**config.mk**
```make
export PLATFORM = sky130hd
export DESIGN_NAME = spc_core
export DESIGN_NICKNAME = d
export VERILOG_FILES = /design/src/hdl/spc_pkg.sv /design/src/hdl/spc_sync.sv /design/src/hdl/spc_baud.sv /design/src/hdl/spc_core.sv
export VERILOG_INCLUDE_DIRS = /design/src /design/src/hdl
export SDC_FILE = /design/constraint.sdc
export NUM_CORES = 1
export LEC_CHECK = 0
export ABC_CLOCK_PERIOD_IN_PS = 5350
export BUFFER_PORTS_ARGS = -buffer_cell sky130_fd_sc_hd__buf_4
export CORE_MARGIN = 2
export CORE_UTILIZATION = 36
export DETAILED_ROUTE_END_ITERATION = 8
export PLACE_DENSITY = 0.52
export SYNTH_ARGS = -nofsm -noshare
export SYNTH_HDL_FRONTEND = slang
export SYNTH_SLANG_ARGS = --single-unit
```
**constraint.sdc**
```tcl
create_clock -name mclk -period 5.35 [get_ports mclk]
set_input_delay 0.8025 -clock mclk [delete_from_list [all_inputs] [get_ports mclk]]
set_output_delay 0.8025 -clock mclk [all_outputs]
set_load 0.05 [all_outputs]
```
**src/hdl/spc_consts.svh**
```systemverilog
// Constants for the serial peripheral block
`ifndef SPC_CONSTS_SVH
`define SPC_CONSTS_SVH

`define SPC_OFF_CTRL   8'h10
`define SPC_OFF_STAT   8'h11
`define SPC_OFF_DATA   8'h12

`define SPC_CTRL_RST   8'h28
`define SPC_CTRL_WMASK 8'hbf
`define SPC_STAT_WMASK 8'h47

`define SPC_ST_ERRIE   6
`define SPC_ST_MODE_FAULT_DETECT_ENABLE  2

`define SPC_HALF_BD0   6'h01
`define SPC_HALF_BD1   6'h04
`define SPC_HALF_BD2   6'h10
`define SPC_HALF_BD3   6'h40

`define SPC_LAST_BIT   3'h7
`define SPC_LAST_HALF  4'hf

`endif

```
**src/hdl/spc_pkg.sv**
```systemverilog
// Types for the serial peripheral block
package spc_pkg;

  typedef struct packed {
    logic receive_irq_enable;
    logic rsvd;
    logic mstr;
    logic clock_polarity;
    logic clock_phase;
    logic wom;
    logic module_enable;
    logic transmit_irq_enable;
  } spc_ctrl_t;

  typedef struct packed {
    logic sck;
    logic mosi;
    logic miso;
    logic ss_n;
  } spc_pins_t;

  typedef enum logic [1:0] {
    ST_IDLE = 2'b01,
    ST_XFER = 2'b10
  } spc_state_t;

endpackage

```
**src/hdl/spc_sync.sv**
```systemverilog
// Two-stage synchroniser for pin inputs
`timescale 1ns/10ps
`default_nettype none
module spc_sync #(
  parameter int W = 4
) (
  input  wire logic         mclk,
  input  wire logic         rst,
  input  wire logic [W-1:0] d,
  output var  logic [W-1:0] q
);
  logic [W-1:0] meta_q;

  always_ff @(posedge mclk or posedge rst) begin
    if (rst) begin
      meta_q <= '0;
      q      <= '0;
    end else begin
      meta_q <= d;
      q      <= meta_q;
    end
  end
endmodule
`default_nettype wire

```
**src/hdl/spc_baud.sv**
```systemverilog
// Master half-period tick generator
`include "spc_consts.svh"
`timescale 1ns/10ps
`default_nettype none
module spc_baud (
  input  wire logic       mclk,
  input  wire logic       rst,
  input  wire logic       run,
  input  wire logic [1:0] sel,
  output var  logic       tick
);
  logic [5:0] cnt_q;
  logic [5:0] lim;

  assign lim = (sel == 2'h0) ? `SPC_HALF_BD0 :
               (sel == 2'h1) ? `SPC_HALF_BD1 :
               (sel == 2'h2) ? `SPC_HALF_BD2 : `SPC_HALF_BD3;
  assign tick = run && (cnt_q == lim - 6'h01);

  always_ff @(posedge mclk or posedge rst) begin
    if (rst) begin
      cnt_q <= 6'h00;
    end else if (!run || tick) begin
      cnt_q <= 6'h00;
    end else begin
      cnt_q <= cnt_q + 6'h01;
    end
  end
endmodule
`default_nettype wire

```
**src/hdl/spc_core.sv**
```systemverilog
// Serial peripheral block: registers, shifter, pin control
//
// The strobed register port was decided locally.
`include "spc_consts.svh"
`timescale 1ns/10ps
`default_nettype none
module spc_core (
  input  wire logic       mclk,
  input  wire logic       rst,
  input  wire logic [7:0] addr,
  input  wire logic [7:0] wdata,
  input  wire logic       wr,
  input  wire logic       rd,
  output var  logic [7:0] rdata,
  input  wire logic       sck_i,
  output var  logic       sck_o,
  output var  logic       sck_oe,
  input  wire logic       mosi_i,
  output var  logic       mosi_o,
  output var  logic       mosi_oe,
  input  wire logic       miso_i,
  output var  logic       miso_o,
  output var  logic       miso_oe,
  input  wire logic       ss_n_i,
  output var  logic       pins_owned,
  output var  logic       ss_input_only,
  output var  logic       ss_level,
  output var  logic       rx_irq,
  output var  logic       tx_irq
);

  // ****************************************
  // Decode helpers
  // ****************************************
  function automatic logic hit(input logic [7:0] a, input logic [7:0] off);
    hit = (a == off);
  endfunction

  function automatic logic [1:0] pad(input logic drv, input logic val,
                                     input logic wom);
    pad = {drv && (!wom || !val), val && !wom};
  endfunction

  // ****************************************
  // State
  // ****************************************
  spc_pkg::spc_ctrl_t  ctrl_q;
  spc_pkg::spc_ctrl_t  ctrl_d;
  spc_pkg::spc_state_t state_q;
  spc_pkg::spc_state_t state_d;
  spc_pkg::spc_pins_t  pin_s;

  logic       errie_q;
  logic       mode_fault_detect_enable_q;
  logic [1:0] spr_q;
  logic [7:0] txbuf_q;
  logic       tx_full_q;
  logic [7:0] shift_q;
  logic [7:0] rxbuf_q;
  logic       receive_full_flag_q;
  logic       ovrf_q;
  logic       ovrf_arm_q;
  logic       mode_fault_flag_q;
  logic       mode_fault_flag_arm_q;
  logic [2:0] bit_q;
  logic [3:0] half_q;
  logic       sck_q;
  logic       dout_q;
  logic       sck_p_q;
  logic       ss_p_q;
  logic [7:0] rdata_q;
  logic [1:0] sck_pad_q;
  logic [1:0] mosi_pad_q;
  logic [1:0] miso_pad_q;
  logic       own_q;
  logic       ss_in_q;
  logic       ss_lvl_q;
  logic       rx_irq_q;
  logic       tx_irq_q;
  logic [3:0] sync_q;

  // ****************************************
  // Pin synchronisers
  // ****************************************
  spc_sync #(
    .W (4)
  ) u_sync (
    .mclk (mclk),
    .rst  (rst),
    .d    ({sck_i, mosi_i, miso_i, !ss_n_i}),
    .q    (sync_q)
  );
  // Select crosses inverted so it leaves reset at its idle high level
  assign pin_s = spc_pkg::spc_pins_t'(sync_q ^ 4'h1);

  always_ff @(posedge mclk or posedge rst) begin
    if (rst) begin
      sck_p_q <= 1'b0;
      ss_p_q  <= 1'b1;
    end else begin
      sck_p_q <= pin_s.sck;
      ss_p_q  <= pin_s.ss_n;
    end
  end

  // ****************************************
  // Bus decode
  // ****************************************
  wire wr_ctl  = wr && hit(addr, `SPC_OFF_CTRL);
  wire wr_stat = wr && hit(addr, `SPC_OFF_STAT);
  wire wr_data = wr && hit(addr, `SPC_OFF_DATA);
  wire rd_stat = rd && hit(addr, `SPC_OFF_STAT);
  wire rd_data = rd && hit(addr, `SPC_OFF_DATA);

  // ****************************************
  // Mode and edge terms
  // ****************************************
  wire module_enable     = ctrl_q.module_enable;
  wire master  = module_enable && ctrl_q.mstr;
  wire slave   = module_enable && !ctrl_q.mstr;
  wire idle    = (state_q == spc_pkg::ST_IDLE);
  wire act     = (state_q == spc_pkg::ST_XFER);
  wire clock_phase    = ctrl_q.clock_phase;
  wire ss_fall = ss_p_q && !pin_s.ss_n;
  wire ss_rise = !ss_p_q && pin_s.ss_n;
  wire m_tick;

  wire s_edge  = slave && !pin_s.ss_n && (pin_s.sck != sck_p_q);
  wire s_lead  = s_edge && (pin_s.sck != ctrl_q.clock_polarity);
  wire m_run   = master && act;
  wire m_lead  = m_run && m_tick && (sck_q == ctrl_q.clock_polarity);
  wire m_trail = m_run && m_tick && (sck_q != ctrl_q.clock_polarity);
  wire lead    = s_lead || m_lead;
  wire trail   = (s_edge && !s_lead) || m_trail;

  spc_baud u_baud (
    .mclk (mclk),
    .rst  (rst),
    .run  (m_run),
    .sel  (spr_q),
    .tick (m_tick)
  );

  // ****************************************
  // Transfer control
  // ****************************************
  wire load    = module_enable && idle && tx_full_q;
  wire s_start = slave && idle &&
                 (clock_phase ? s_edge : ss_fall);
  wire start   = (master && load) || s_start;
  wire samp    = act && (clock_phase ? trail : lead);
  wire shift   = (act || s_start) && (clock_phase ? lead : trail);
  wire rx_done = samp && (bit_q == `SPC_LAST_BIT);
  wire m_end   = m_tick && m_run && (half_q == `SPC_LAST_HALF);
  wire x_end   = master ? m_end : rx_done;
  wire [7:0] src  = load ? txbuf_q : shift_q;
  wire       din  = master ? pin_s.miso : pin_s.mosi;
  wire [7:0] rx_b = {shift_q[6:0], din};

  always_comb begin
    state_d = state_q;
    if (!module_enable) begin
      state_d = spc_pkg::ST_IDLE;
    end else if (start) begin
      state_d = spc_pkg::ST_XFER;
    end else if (act && x_end) begin
      state_d = spc_pkg::ST_IDLE;
    end
  end

  always_ff @(posedge mclk or posedge rst) begin
    if (rst) begin
      state_q <= spc_pkg::ST_IDLE;
    end else begin
      state_q <= state_d;
    end
  end

  // Shifter and bit counter
  always_ff @(posedge mclk or posedge rst) begin
    if (rst) begin
      shift_q <= 8'h00;
      bit_q   <= 3'h0;
    end else if (!module_enable) begin
      shift_q <= 8'h00;
      bit_q   <= 3'h0;
    end else if (load) begin
      shift_q <= txbuf_q;
      bit_q   <= 3'h0;
    end else if (samp) begin
      shift_q <= rx_b;
      bit_q   <= bit_q + 3'h1;
    end
  end

  // Output data bit
  always_ff @(posedge mclk or posedge rst) begin
    if (rst) begin
      dout_q <= 1'b0;
    end else if (!module_enable) begin
      dout_q <= 1'b0;
    end else if ((start && !clock_phase) || shift) begin
      dout_q <= src[7];
    end
  end

  // Master clock generator
  always_ff @(posedge mclk or posedge rst) begin
    if (rst) begin
      sck_q  <= 1'b0;
      half_q <= 4'h0;
    end else if (!m_run) begin
      sck_q  <= ctrl_q.clock_polarity;
      half_q <= 4'h0;
    end else if (m_tick) begin
      sck_q  <= !sck_q;
      half_q <= half_q + 4'h1;
    end
  end

  // ****************************************
  // Transmit buffer and empty flag
  // ****************************************
  always_ff @(posedge mclk or posedge rst) begin
    if (rst) begin
      txbuf_q   <= 8'h00;
      tx_full_q <= 1'b0;
    end else begin
      if (wr_data) begin
        txbuf_q <= wdata;
      end
      if (wr_data) begin
        tx_full_q <= 1'b1;
      end else if (!module_enable || load) begin
        tx_full_q <= 1'b0;
      end
    end
  end

  // ****************************************
  // Receive buffer, full and overflow flags
  // ****************************************
  always_ff @(posedge mclk or posedge rst) begin
    if (rst) begin
      rxbuf_q <= 8'h00;
      receive_full_flag_q  <= 1'b0;
    end else if (rx_done && !receive_full_flag_q) begin
      rxbuf_q <= rx_b;
      receive_full_flag_q  <= 1'b1;
    end else if (rx_done) begin
      receive_full_flag_q  <= 1'b1;
    end else if (rd_data) begin
      receive_full_flag_q  <= 1'b0;
    end
  end

  always_ff @(posedge mclk or posedge rst) begin
    if (rst) begin
      ovrf_q     <= 1'b0;
      ovrf_arm_q <= 1'b0;
    end else if (rx_done && receive_full_flag_q && !rd_data) begin
      ovrf_q     <= 1'b1;
    end else if (rd_stat && ovrf_q) begin
      ovrf_arm_q <= 1'b1;
    end else if (rd_data && ovrf_arm_q) begin
      ovrf_q     <= 1'b0;
      ovrf_arm_q <= 1'b0;
    end
  end

  // ****************************************
  // Mode fault
  // ****************************************
  wire mode_fault_flag_set = mode_fault_detect_enable_q && (master ? !pin_s.ss_n
                             : (slave && act && ss_rise));

  always_ff @(posedge mclk or posedge rst) begin
    if (rst) begin
      mode_fault_flag_q     <= 1'b0;
      mode_fault_flag_arm_q <= 1'b0;
    end else if (mode_fault_flag_set) begin
      mode_fault_flag_q     <= 1'b1;
      mode_fault_flag_arm_q <= 1'b0;
    end else if (rd_stat && mode_fault_flag_q) begin
      mode_fault_flag_arm_q <= 1'b1;
    end else if (wr_ctl && mode_fault_flag_arm_q) begin
      mode_fault_flag_q     <= 1'b0;
      mode_fault_flag_arm_q <= 1'b0;
    end
  end

  // ****************************************
  // Control and status registers
  // ****************************************
  always_comb begin
    ctrl_d = ctrl_q;
    if (wr_ctl) begin
      ctrl_d = spc_pkg::spc_ctrl_t'(wdata & `SPC_CTRL_WMASK);
    end
    if (master && mode_fault_flag_set) begin
      ctrl_d.module_enable = 1'b0;
    end
  end

  always_ff @(posedge mclk or posedge rst) begin
    if (rst) begin
      ctrl_q <= spc_pkg::spc_ctrl_t'(`SPC_CTRL_RST);
    end else begin
      ctrl_q <= ctrl_d;
    end
  end

  always_ff @(posedge mclk or posedge rst) begin
    if (rst) begin
      errie_q  <= 1'b0;
      mode_fault_detect_enable_q <= 1'b0;
      spr_q    <= 2'h0;
    end else if (wr_stat) begin
      errie_q  <= wdata[`SPC_ST_ERRIE];
      mode_fault_detect_enable_q <= wdata[`SPC_ST_MODE_FAULT_DETECT_ENABLE];
      spr_q    <= wdata[1:0];
    end
  end

  // ****************************************
  // Read port
  // ****************************************
  wire [7:0] stat_v = {receive_full_flag_q, errie_q, ovrf_q, mode_fault_flag_q,
                       !tx_full_q, mode_fault_detect_enable_q, spr_q};
  wire [7:0] rd_v   = hit(addr, `SPC_OFF_CTRL) ? ctrl_q :
                      hit(addr, `SPC_OFF_STAT) ? stat_v :
                      hit(addr, `SPC_OFF_DATA) ? rxbuf_q : 8'h00;

  always_ff @(posedge mclk or posedge rst) begin
    if (rst) begin
      rdata_q <= 8'h00;
    end else begin
      rdata_q <= rd ? rd_v : 8'h00;
    end
  end

  // ****************************************
  // Pin drive
  // ****************************************
  wire       sck_drv  = master;
  wire       miso_drv = slave && !pin_s.ss_n;
  wire [1:0] sck_pd   = pad(sck_drv, sck_q, ctrl_q.wom);
  wire [1:0] mosi_pd  = pad(master, dout_q, ctrl_q.wom);
  wire [1:0] miso_pd  = pad(miso_drv, dout_q, ctrl_q.wom);

  always_ff @(posedge mclk or posedge rst) begin
    if (rst) begin
      sck_pad_q  <= 2'h0;
      mosi_pad_q <= 2'h0;
      miso_pad_q <= 2'h0;
    end else begin
      sck_pad_q  <= sck_pd;
      mosi_pad_q <= mosi_pd;
      miso_pad_q <= miso_pd;
    end
  end

  // ****************************************
  // Port ownership and requests
  // ****************************************
  always_ff @(posedge mclk or posedge rst) begin
    if (rst) begin
      own_q    <= 1'b0;
      ss_in_q  <= 1'b0;
      ss_lvl_q <= 1'b1;
      rx_irq_q <= 1'b0;
      tx_irq_q <= 1'b0;
    end else begin
      own_q    <= module_enable;
      ss_in_q  <= module_enable && (!ctrl_q.mstr || mode_fault_detect_enable_q);
      ss_lvl_q <= pin_s.ss_n;
      rx_irq_q <= module_enable && ctrl_q.receive_irq_enable && receive_full_flag_q;
      tx_irq_q <= ctrl_q.transmit_irq_enable && !tx_full_q;
    end
  end

  assign rdata         = rdata_q;
  assign sck_oe        = sck_pad_q[1];
  assign sck_o         = sck_pad_q[0];
  assign mosi_oe       = mosi_pad_q[1];
  assign mosi_o        = mosi_pad_q[0];
  assign miso_oe       = miso_pad_q[1];
  assign miso_o        = miso_pad_q[0];
  assign pins_owned    = own_q;
  assign ss_input_only = ss_in_q;
  assign ss_level      = ss_lvl_q;
  assign rx_irq        = rx_irq_q;
  assign tx_irq        = tx_irq_q;

endmodule
`default_nettype wire

```
==> results of run 1 <==
[area by class of cell]
type	count	area (sq um)
timing repair buffer	44	330
multi-input combinational	223	1520
sequential	85	2130
clock buffer	12	155
clock inverter	4	70.1
inverter	12	46.3
tap	136	170
fill	974	5810
[registers in the layout, indices dropped and copies added (netlist names), 2 cells and up]
register	flops
rxbuf_q	8
half_q	4
shift_q	8
sck_pad_q	2
txbuf_q	8
bit_q	3
u_baud.cnt_q	6
u_sync.q	4
ctrl_q	5
rdata	8
spr_q	2
miso_pad_q	2
u_sync.meta_q	4
state_q	2
[worst max-delay path: cells and delay by family (launching register included)]
| kind | cells | cell delay (ns) |
|---|---|---|
| muxes | 1 | 0.40 |
| buffers and inverters | 1 | 0.11 |
| AOI/OAI and AO/OA | 2 | 0.67 |
| adders and majority gates | 1 | 0.30 |
| xor gates and xnor gates | 1 | 0.14 |
| DFF | 1 | 0.44 |
| and+or+nand+nor | 3 | 0.85 |
[layer usage]
metal	up-vias	wire (microns)
met5	-	0
met4	0	115
met3	11	414
met2	71	3810
met1	1287	4300
li1	1267	-
[worst max-delay path by stage]
stage	to	startpoint
after detailed placement	txbuf_q[0]$_DFFE_PP0P_	addr[5]
final	rxbuf_q[1]$_DFFE_PP0P_	spr_q[0]$_DFFE_PP0P_
after global placement	txbuf_q[7]$_DFFE_PP0P_	addr[5]
after floorplan	bit_q[0]$_DFFE_PP0P_	rst
after global routing	rxbuf_q[1]$_DFFE_PP0P_	spr_q[0]$_DFFE_PP0P_
after CTS	rxbuf_q[0]$_DFFE_PP0P_	spr_q[0]$_DFFE_PP0P_
[logic make-up (layout without fill, tap and decap cells)]
family | Yosys count | in the layout | synth area share [%]
adder cells (fa/ha/maj) | 5 | 5 | 1.67
XOR/XNOR | 12 | 12 | 2.80
AND/OR/NAND/NOR | 112 | 112 | 15.6
AO/OA/AOI/OAI | 63 | 63 | 11.2
multiplexers | 31 | 31 | 9.21
buffers and inverters | 22 | 72 | 2.67
flip-flops | 85 | 85 | 56.9
[metrics by stage]
| step | hold WS [ns] | setup slack, ns | instance area [sq um] | instances |
|---|---|---|---|---|
| after floorplan | 0.331 | 2.36 | 3750 | 330 |
| after global placement | 0.333 | 2.26 | 4200 | 500 |
| after detailed placement | 0.336 | 2.19 | 4200 | 500 |
| after CTS | 0.355 | 2.31 | 4420 | 516 |
| after global routing | 0.360 | 2.06 | 4420 | 516 |
| final | 0.353 | 2.33 | 4420 | 516 |
[placed cells by master (no fill, tap or decap), types with 2 or more instances in the layout]
cell type | Yosys | routed
mux2i_1 | 3 | 3
or2_2 | 2 | 2
bufinv_16 | 0 | 2
a221o_1 | 5 | 5
a211oi_1 | 4 | 4
buf_4 | 4 | 44
and2_1 | 2 | 2
nor2b_1 | 5 | 5
dfrtp_1 | 81 | 81
and4b_1 | 2 | 2
dfstp_2 | 4 | 4
clkbuf_8 | 0 | 11
a31oi_1 | 2 | 2
ha_1 | 5 | 5
nor3_1 | 6 | 6
o211ai_1 | 4 | 4
or3b_2 | 2 | 2
nor4_1 | 4 | 4
xnor2_1 | 6 | 6
nor2_1 | 25 | 25
inv_1 | 11 | 10
nand3b_1 | 3 | 3
o22ai_1 | 2 | 2
clkinv_2 | 0 | 3
nand4_1 | 3 | 3
nand2_1 | 34 | 34
nand3_1 | 13 | 13
a2111oi_0 | 2 | 2
o21ai_0 | 6 | 6
a21oi_1 | 25 | 25
and3_1 | 5 | 5
xor2_1 | 6 | 6
a21o_1 | 3 | 3
or4_1 | 2 | 2
mux2_2 | 28 | 28
[power by group through the flow]
stage	Clock, mW	Sequential [mW]	Combinational, mW
floorplan	0	0.689	0.0588
global placement	0	0.687	0.0982
CTS	0.528	0.675	0.0998
detailed placement	0	0.687	0.0992
global route	0.557	0.677	0.108
finish	0.514	0.675	0.0984
==> results.py, run 1 <==
metrics = {
    "setup_path": {
        "cp.arrival_ns": 3.26,
        "cpPeakStageDelay_ns": 0.48,
        "cp_cell_sequence": "inv_1, nand2_1, ha_1, xnor2_1, or2_2, a211oi_1, o32ai_2, nor4_4, mux2_2",
        "end_kind": "flip-flop",
        "r2r_slack_ns": 2.33,
        "r2r_start": "spr_q[0]$_DFFE_PP0P_",
        "slowest_stage": "nor4_4",
        "crit_type": "flip-flop to flip-flop",
        "required_ns": 5.58,
        "reg2reg_to": "rxbuf_q[1]$_DFFE_PP0P_",
        "r2r_cells": 9,
        "crit_fanout": 8,
        "start_kind": "flip-flop",
    },
    "routing": {
        "drc": 0,
        "drt_first_iter_violations": 189,
        "wl_per_cell_microns": 16.7,
        "drt_first_pass_iters": 4,
        "vias_per_cell": 5.11,
        "ant_nets": 0,
        "vias": 2636,
        "drt_wl_total_microns": 8640,
    },
    "finish": {
        "fin_nets": 404,
        "antenna_cells": 0,
        "area.growth.synth_to_final_pct": 17.9,
        "final_util_pct": 43.2,
        "drive_gt1_share_pct": 27.1,
    },
    "yosys": {
        "synth_area_sq_mm": 0.00375,
        "synth.area.top_cells": "dfrtp_1 54%, mux2_2 8.4%, nand2_1 3.4%, a21oi_1 3.3%, dfstp_2 2.8%",
        "synth_top_area_share_pct": 54.1,
        "synth.top_cells.by_count": "81 x dfrtp_1, 34 x nand2_1, 28 x mux2_2, 25 x a21oi_1, 25 x nor2_1",
        "ys.flop_type": "dfrtp_1",
        "synth-seq-area-share_pct": 56.9,
        "yosys_warnings": 0,
        "synth_most_common_cell": "dfrtp_1",
        "yosys.cell_types.count": 49,
        "async_reset_ff_share_pct": 100,
        "syn_nets": 359,
        "syn_inst": 330,
        "postSynthAreaPerCell_sq_um": 11.4,
        "ys_ff_latch": 85,
        "synth_largest_area_cell": "dfrtp_1",
        "synth_edf_count": 0,
    },
    "place": {
        "gp_congestion": 0.759,
        "io_buffers": 42,
        "dp_hpwl_microns": 6030,
    },
    "hold_path": {
        "hold_class": "flip-flop to flip-flop",
        "hp-start": "u_sync.meta_q[1]$_DFF_PP0_",
        "hold_path_end": "u_sync.q[1]$_DFF_PP0_",
        "worstHoldPathCells": 0,
    },
    "cts": {
        "clk_pin_slew_ns": 0.08,
        "cts_tree": "yes",
        "htreeDepth": 3,
        "hold_buffers": 0,
        "cts_buffer_depth": 2,
        "clock_latency_ns": 0.35,
        "clock-sinks": 85,
        "cts_buffers": 9,
        "ctsResizeCount": 0,
        "root_buffer": "clkbuf_8",
        "postCtsSetupBuffers": 0,
    },
    "flow_run": {
        "cap_violations": 0,
    },
    "power": {
        "power.density_mw_per_mm2": 291,
        "p_sw_share_pct": 23.6,
        "p_switching_mw": 0.304,
        "ir_drop_mv": 0.124,
        "p_leak_nw": 2.13,
        "pwr-share-comb_pct": 7.6,
        "p_seq_share_pct": 52.4,
        "power.share.clock_pct": 39.9,
        "cellInternalPower_mw": 0.983,
        "power_mw": 1.29,
    },
    "status": {
        "status": "finished clean",
    },
    "die": {
        "io-pin-count": 43,
        "dieArea_sq_mm": 0.0112,
        "chipHeight_microns": 106,
        "die_x_microns": 106,
        "start_util_pct": 36.7,
        "core.rowCount": 37,
        "core_sq_mm": 0.0102,
    },
    "grt": {
        "first_global_vias": 2648,
        "met2_usage_pct": 24.8,
        "grt_usage_pct": 16.4,
        "grtUsageMet3_pct": 3.62,
        "grt_use_met1_pct": 23.7,
        "grt_most_used_layer": "met2",
        "grt_pass1_wl_microns": 14100,
        "grt_max_degree": 55,
        "antenna_found_initial": 0,
        "grt_overflow": 0,
    },
    "timing": {
        "setup_viol": 0,
        "fin_crit_ns": 3.02,
        "grt_setup_unrepaired": "no",
        "tns_ns": 0,
        "fin_crit_sh_pct": 56.5,
        "max_slew.worst_pin.slew_ns": 1.00,
        "hold_viol": 0,
        "max-slew-margin-rel_pct": 33.2,
        "fin_skew_ns": 0.00945,
        "final_max_slew_viol_count": 0,
        "fmax_mhz": 331,
    },
}
(Power assumes the default switching activity.)
==> run 2: changes to the inputs <==
--- a/config.mk
+++ b/config.mk
@@ -6,12 +6,13 @@
 export SDC_FILE = /design/constraint.sdc
 export NUM_CORES = 1
 export LEC_CHECK = 0
-export ABC_CLOCK_PERIOD_IN_PS = 5350
+export ABC_AREA = 1
+export ABC_CLOCK_PERIOD_IN_PS = 3100
 export BUFFER_PORTS_ARGS = -buffer_cell sky130_fd_sc_hd__buf_4
 export CORE_MARGIN = 2
 export CORE_UTILIZATION = 36
 export DETAILED_ROUTE_END_ITERATION = 8
-export PLACE_DENSITY = 0.52
+export PLACE_DENSITY = 0.51
 export SYNTH_ARGS = -nofsm -noshare
 export SYNTH_HDL_FRONTEND = slang
 export SYNTH_SLANG_ARGS = --single-unit
==> constraint.sdc (replaced) <==
create_clock -name mclk -period 3.1 [get_ports mclk]
set_input_delay 0.465 -clock mclk [delete_from_list [all_inputs] [get_ports mclk]]
set_output_delay 0.465 -clock mclk [all_outputs]
set_load 0.05 [all_outputs]
==> run 2 against run 1 <==
Count of clock-buffer cells in the layout increased by 1. Synthesized area increased by 2.6%. Wire length decreased by 0.50%. Global-route usage increased by 0.21 points. Combinational power increased to 5.2 times the previous value. Clock power increased by 63%. Clock skew increased by 0.0030 ns. Sequential cell count unchanged. Critical path depth increased by 6. Sequential power increased by 93%. Critical endpoint is now rxbuf_q[3]$_DFFE_PP0P_.
==> results.py, run 2 <==
metrics = {
    "die": {
        "dieArea_sq_mm": 0.0115,
        "start_util_pct": 37.1,
        "core.rowCount": 37,
        "io-pin-count": 43,
        "chipHeight_microns": 107,
        "core_sq_mm": 0.0104,
        "die_x_microns": 107,
    },
    "routing": {
        "drt_first_pass_iters": 4,
        "vias_per_cell": 4.71,
        "wl_per_cell_microns": 14.0,
        "vias": 2898,
        "ant_nets": 0,
        "drc": 0,
        "drt_first_iter_violations": 88,
        "drt_wl_total_microns": 8590,
    },
    "cts": {
        "clock_latency_ns": 0.36,
        "hold_buffers": 0,
        "ctsResizeCount": 0,
        "cts_tree": "yes",
        "htreeDepth": 3,
        "postCtsSetupBuffers": 0,
        "clk_pin_slew_ns": 0.09,
        "cts_buffer_depth": 2,
        "clock-sinks": 85,
        "root_buffer": "clkbuf_8",
        "cts_buffers": 9,
    },
    "setup_path": {
        "cp_cell_sequence": "inv_1, nand2_1, ha_1, nand2_1, nand2_1, nor2_2, nand3_2, nor2_4, nand2_2, nand3_2, nand2_4, nor2_8, nand3_4, nand2_1, o21ai_2",
        "cpPeakStageDelay_ns": 0.40,
        "slowest_stage": "dfrtp_1",
        "crit_fanout": 16,
        "crit_top_cell": "nand2_1",
        "reg2reg_to": "rxbuf_q[3]$_DFFE_PP0P_",
        "r2r_slack_ns": 0.71,
        "required_ns": 3.34,
        "r2r_start": "spr_q[1]$_DFFE_PP0P_",
        "crit_start": "spr_q[1]$_DFFE_PP0P_",
        "r2r_cells": 15,
        "start_kind": "flip-flop",
        "end_kind": "flip-flop",
        "crit_type": "flip-flop to flip-flop",
        "cp.arrival_ns": 2.63,
    },
    "finish": {
        "drive_gt1_share_pct": 20.0,
        "layout_commonest_cell": "nand2_1",
        "mostFrequentLayoutCells": "97 x nand2_1, 81 x dfrtp_1, 64 x inv_1",
        "fin_cells": 615,
        "final_util_pct": 43.6,
        "fin_nets": 503,
        "antenna_cells": 0,
        "area.growth.synth_to_final_pct": 17.5,
    },
    "timing": {
        "setup_viol": 0,
        "fin_skew_ns": 0.0124,
        "fmax_mhz": 419,
        "fin_crit_ns": 2.39,
        "grt_setup_unrepaired": "no",
        "tns_ns": 0,
        "hold_viol": 0,
        "fin_crit_sh_pct": 77.0,
        "max-slew-margin-rel_pct": 51.8,
        "max_slew.worst_pin.slew_ns": 0.722,
        "final_max_slew_viol_count": 0,
    },
    "yosys": {
        "synth_top_area_share_pct": 52.7,
        "synth-seq-area-share_pct": 55.4,
        "syn_nets": 454,
        "postSynthAreaPerCell_sq_um": 9.05,
        "yosys_warnings": 0,
        "ys_ff_latch": 85,
        "synth_area_sq_mm": 0.00385,
        "synth_most_common_cell": "nand2_1",
        "synth.area.top_cells": "dfrtp_1 53%, nand2_1 9.5%, inv_1 6.3%, o21ai_0 5.9%, nor2_1 2.8%",
        "yosys.cell_types.count": 42,
        "synth.top_cells.by_count": "97 x nand2_1, 81 x dfrtp_1, 65 x inv_1, 45 x o21ai_0, 29 x nor2_1",
        "ys.flop_type": "dfrtp_1",
        "async_reset_ff_share_pct": 100,
        "syn_inst": 425,
        "synth_edf_count": 0,
        "synth_largest_area_cell": "dfrtp_1",
    },
    "power": {
        "p_leak_nw": 2.26,
        "ir_drop_mv": 0.248,
        "power.density_mw_per_mm2": 585,
    },
    "grt": {
        "grt_use_met1_pct": 24.0,
        "met2_usage_pct": 25.0,
        "grt_pass1_wl_microns": 14600,
        "antenna_found_initial": 0,
        "grt_max_degree": 43,
        "grt_usage_pct": 16.6,
        "grt_overflow": 0,
        "first_global_vias": 2879,
        "grtUsageMet3_pct": 3.63,
        "grt_most_used_layer": "met2",
    },
    "hold_path": {
        "hold_class": "input pin to async pin",
    },
    "place": {
        "io_buffers": 42,
        "gp_congestion": 0.841,
        "dp.cells": 599,
        "dp_hpwl_microns": 6360,
    },
    "status": {
        "status": "finished clean",
    },
    "flow_run": {
        "cap_violations": 0,
    },
}
==> run 2: cell count changes after synthesis, sizes merged, moves of 6 or more <==
cell   previous run  this run
nand2            35       104
inv              11        67
o21ai             7        57
mux2             28         1
nor2             25        34
a21oi            26        20
==> run 2: report_power, final <==
group	switching (mW)	internal (mW)	leakage (nW)	total (mW)
logic	0.350	0.158	1.06	0.508
clock network	0.399	0.438	0.106	0.837
registers	0.0677	1.23	1.09	1.30
==> run 2: layout make-up <==
class                      instances  area, sq um
sequential                        85         2130
clock inverter                     3         42.5
fill                            1054         5850
clock buffer                      13          169
tap                              136          170
timing repair buffer              45          338
inverter                          67          253
multi-input combinational        266         1410
==> run 2: kinds of logic (layout without fill, tap and decap cells) <==
group           count (synthesis)  in the layout  synth area share (%)
xor+xnor                        6              6                  1.37
flops                          85             85                  55.4
buf+inv                        74            128                  7.81
mux                             2              2                 0.553
simple gates                  166            166                  20.1
compound gates                 87             87                  13.1
fa+ha+maj                       5              5                  1.63
==> run 2: per-layer routing <==
metal	share of wire, %	vias to the layer above	routed length (microns)
met5	0	-	0
met4	1.2	0	99
met3	5.6	8	482
met2	44	69	3770
met1	49	1359	4250
li1	-	1462	-
==> run 2: through the flow <==
stage | total power [mW] | instance area (sq um) | worst slack (ns) | hold WS [ns]
finish | 2.64 | 4520 | 0.712 | 0.195
detailed placement | 1.83 | 4310 | 0.730 | 0.335
global route | 2.79 | 4520 | 0.422 | 0.181
floorplan | 1.69 | 3850 | 0.448 | 0.331
global placement | 1.82 | 4310 | 0.773 | 0.331
CTS | 2.68 | 4520 | 0.699 | 0.189
==> run 2: worst max-delay path by stage <==
stage | endpoint | slack (ns)
floorplan | bit_q[0]$_DFFE_PP0P_ | 0.45
global placement | rxbuf_q[5]$_DFFE_PP0P_ | 0.77
detailed placement | rxbuf_q[2]$_DFFE_PP0P_ | 0.73
CTS | rxbuf_q[3]$_DFFE_PP0P_ | 0.70
global route | rxbuf_q[5]$_DFFE_PP0P_ | 0.42
finish | rxbuf_q[3]$_DFFE_PP0P_ | 0.71
==> run 2: critical path: cells and delay by family (launching register included) <==
| kind | cells | cell delay [ns] |
|---|---|---|
| AO/OA/AOI/OAI | 1 | 0.06 |
| adder cells (fa/ha/maj) | 1 | 0.31 |
| buffers and inverters | 1 | 0.11 |
| flip-flops | 1 | 0.40 |
| AND/OR/NAND/NOR | 12 | 1.39 |
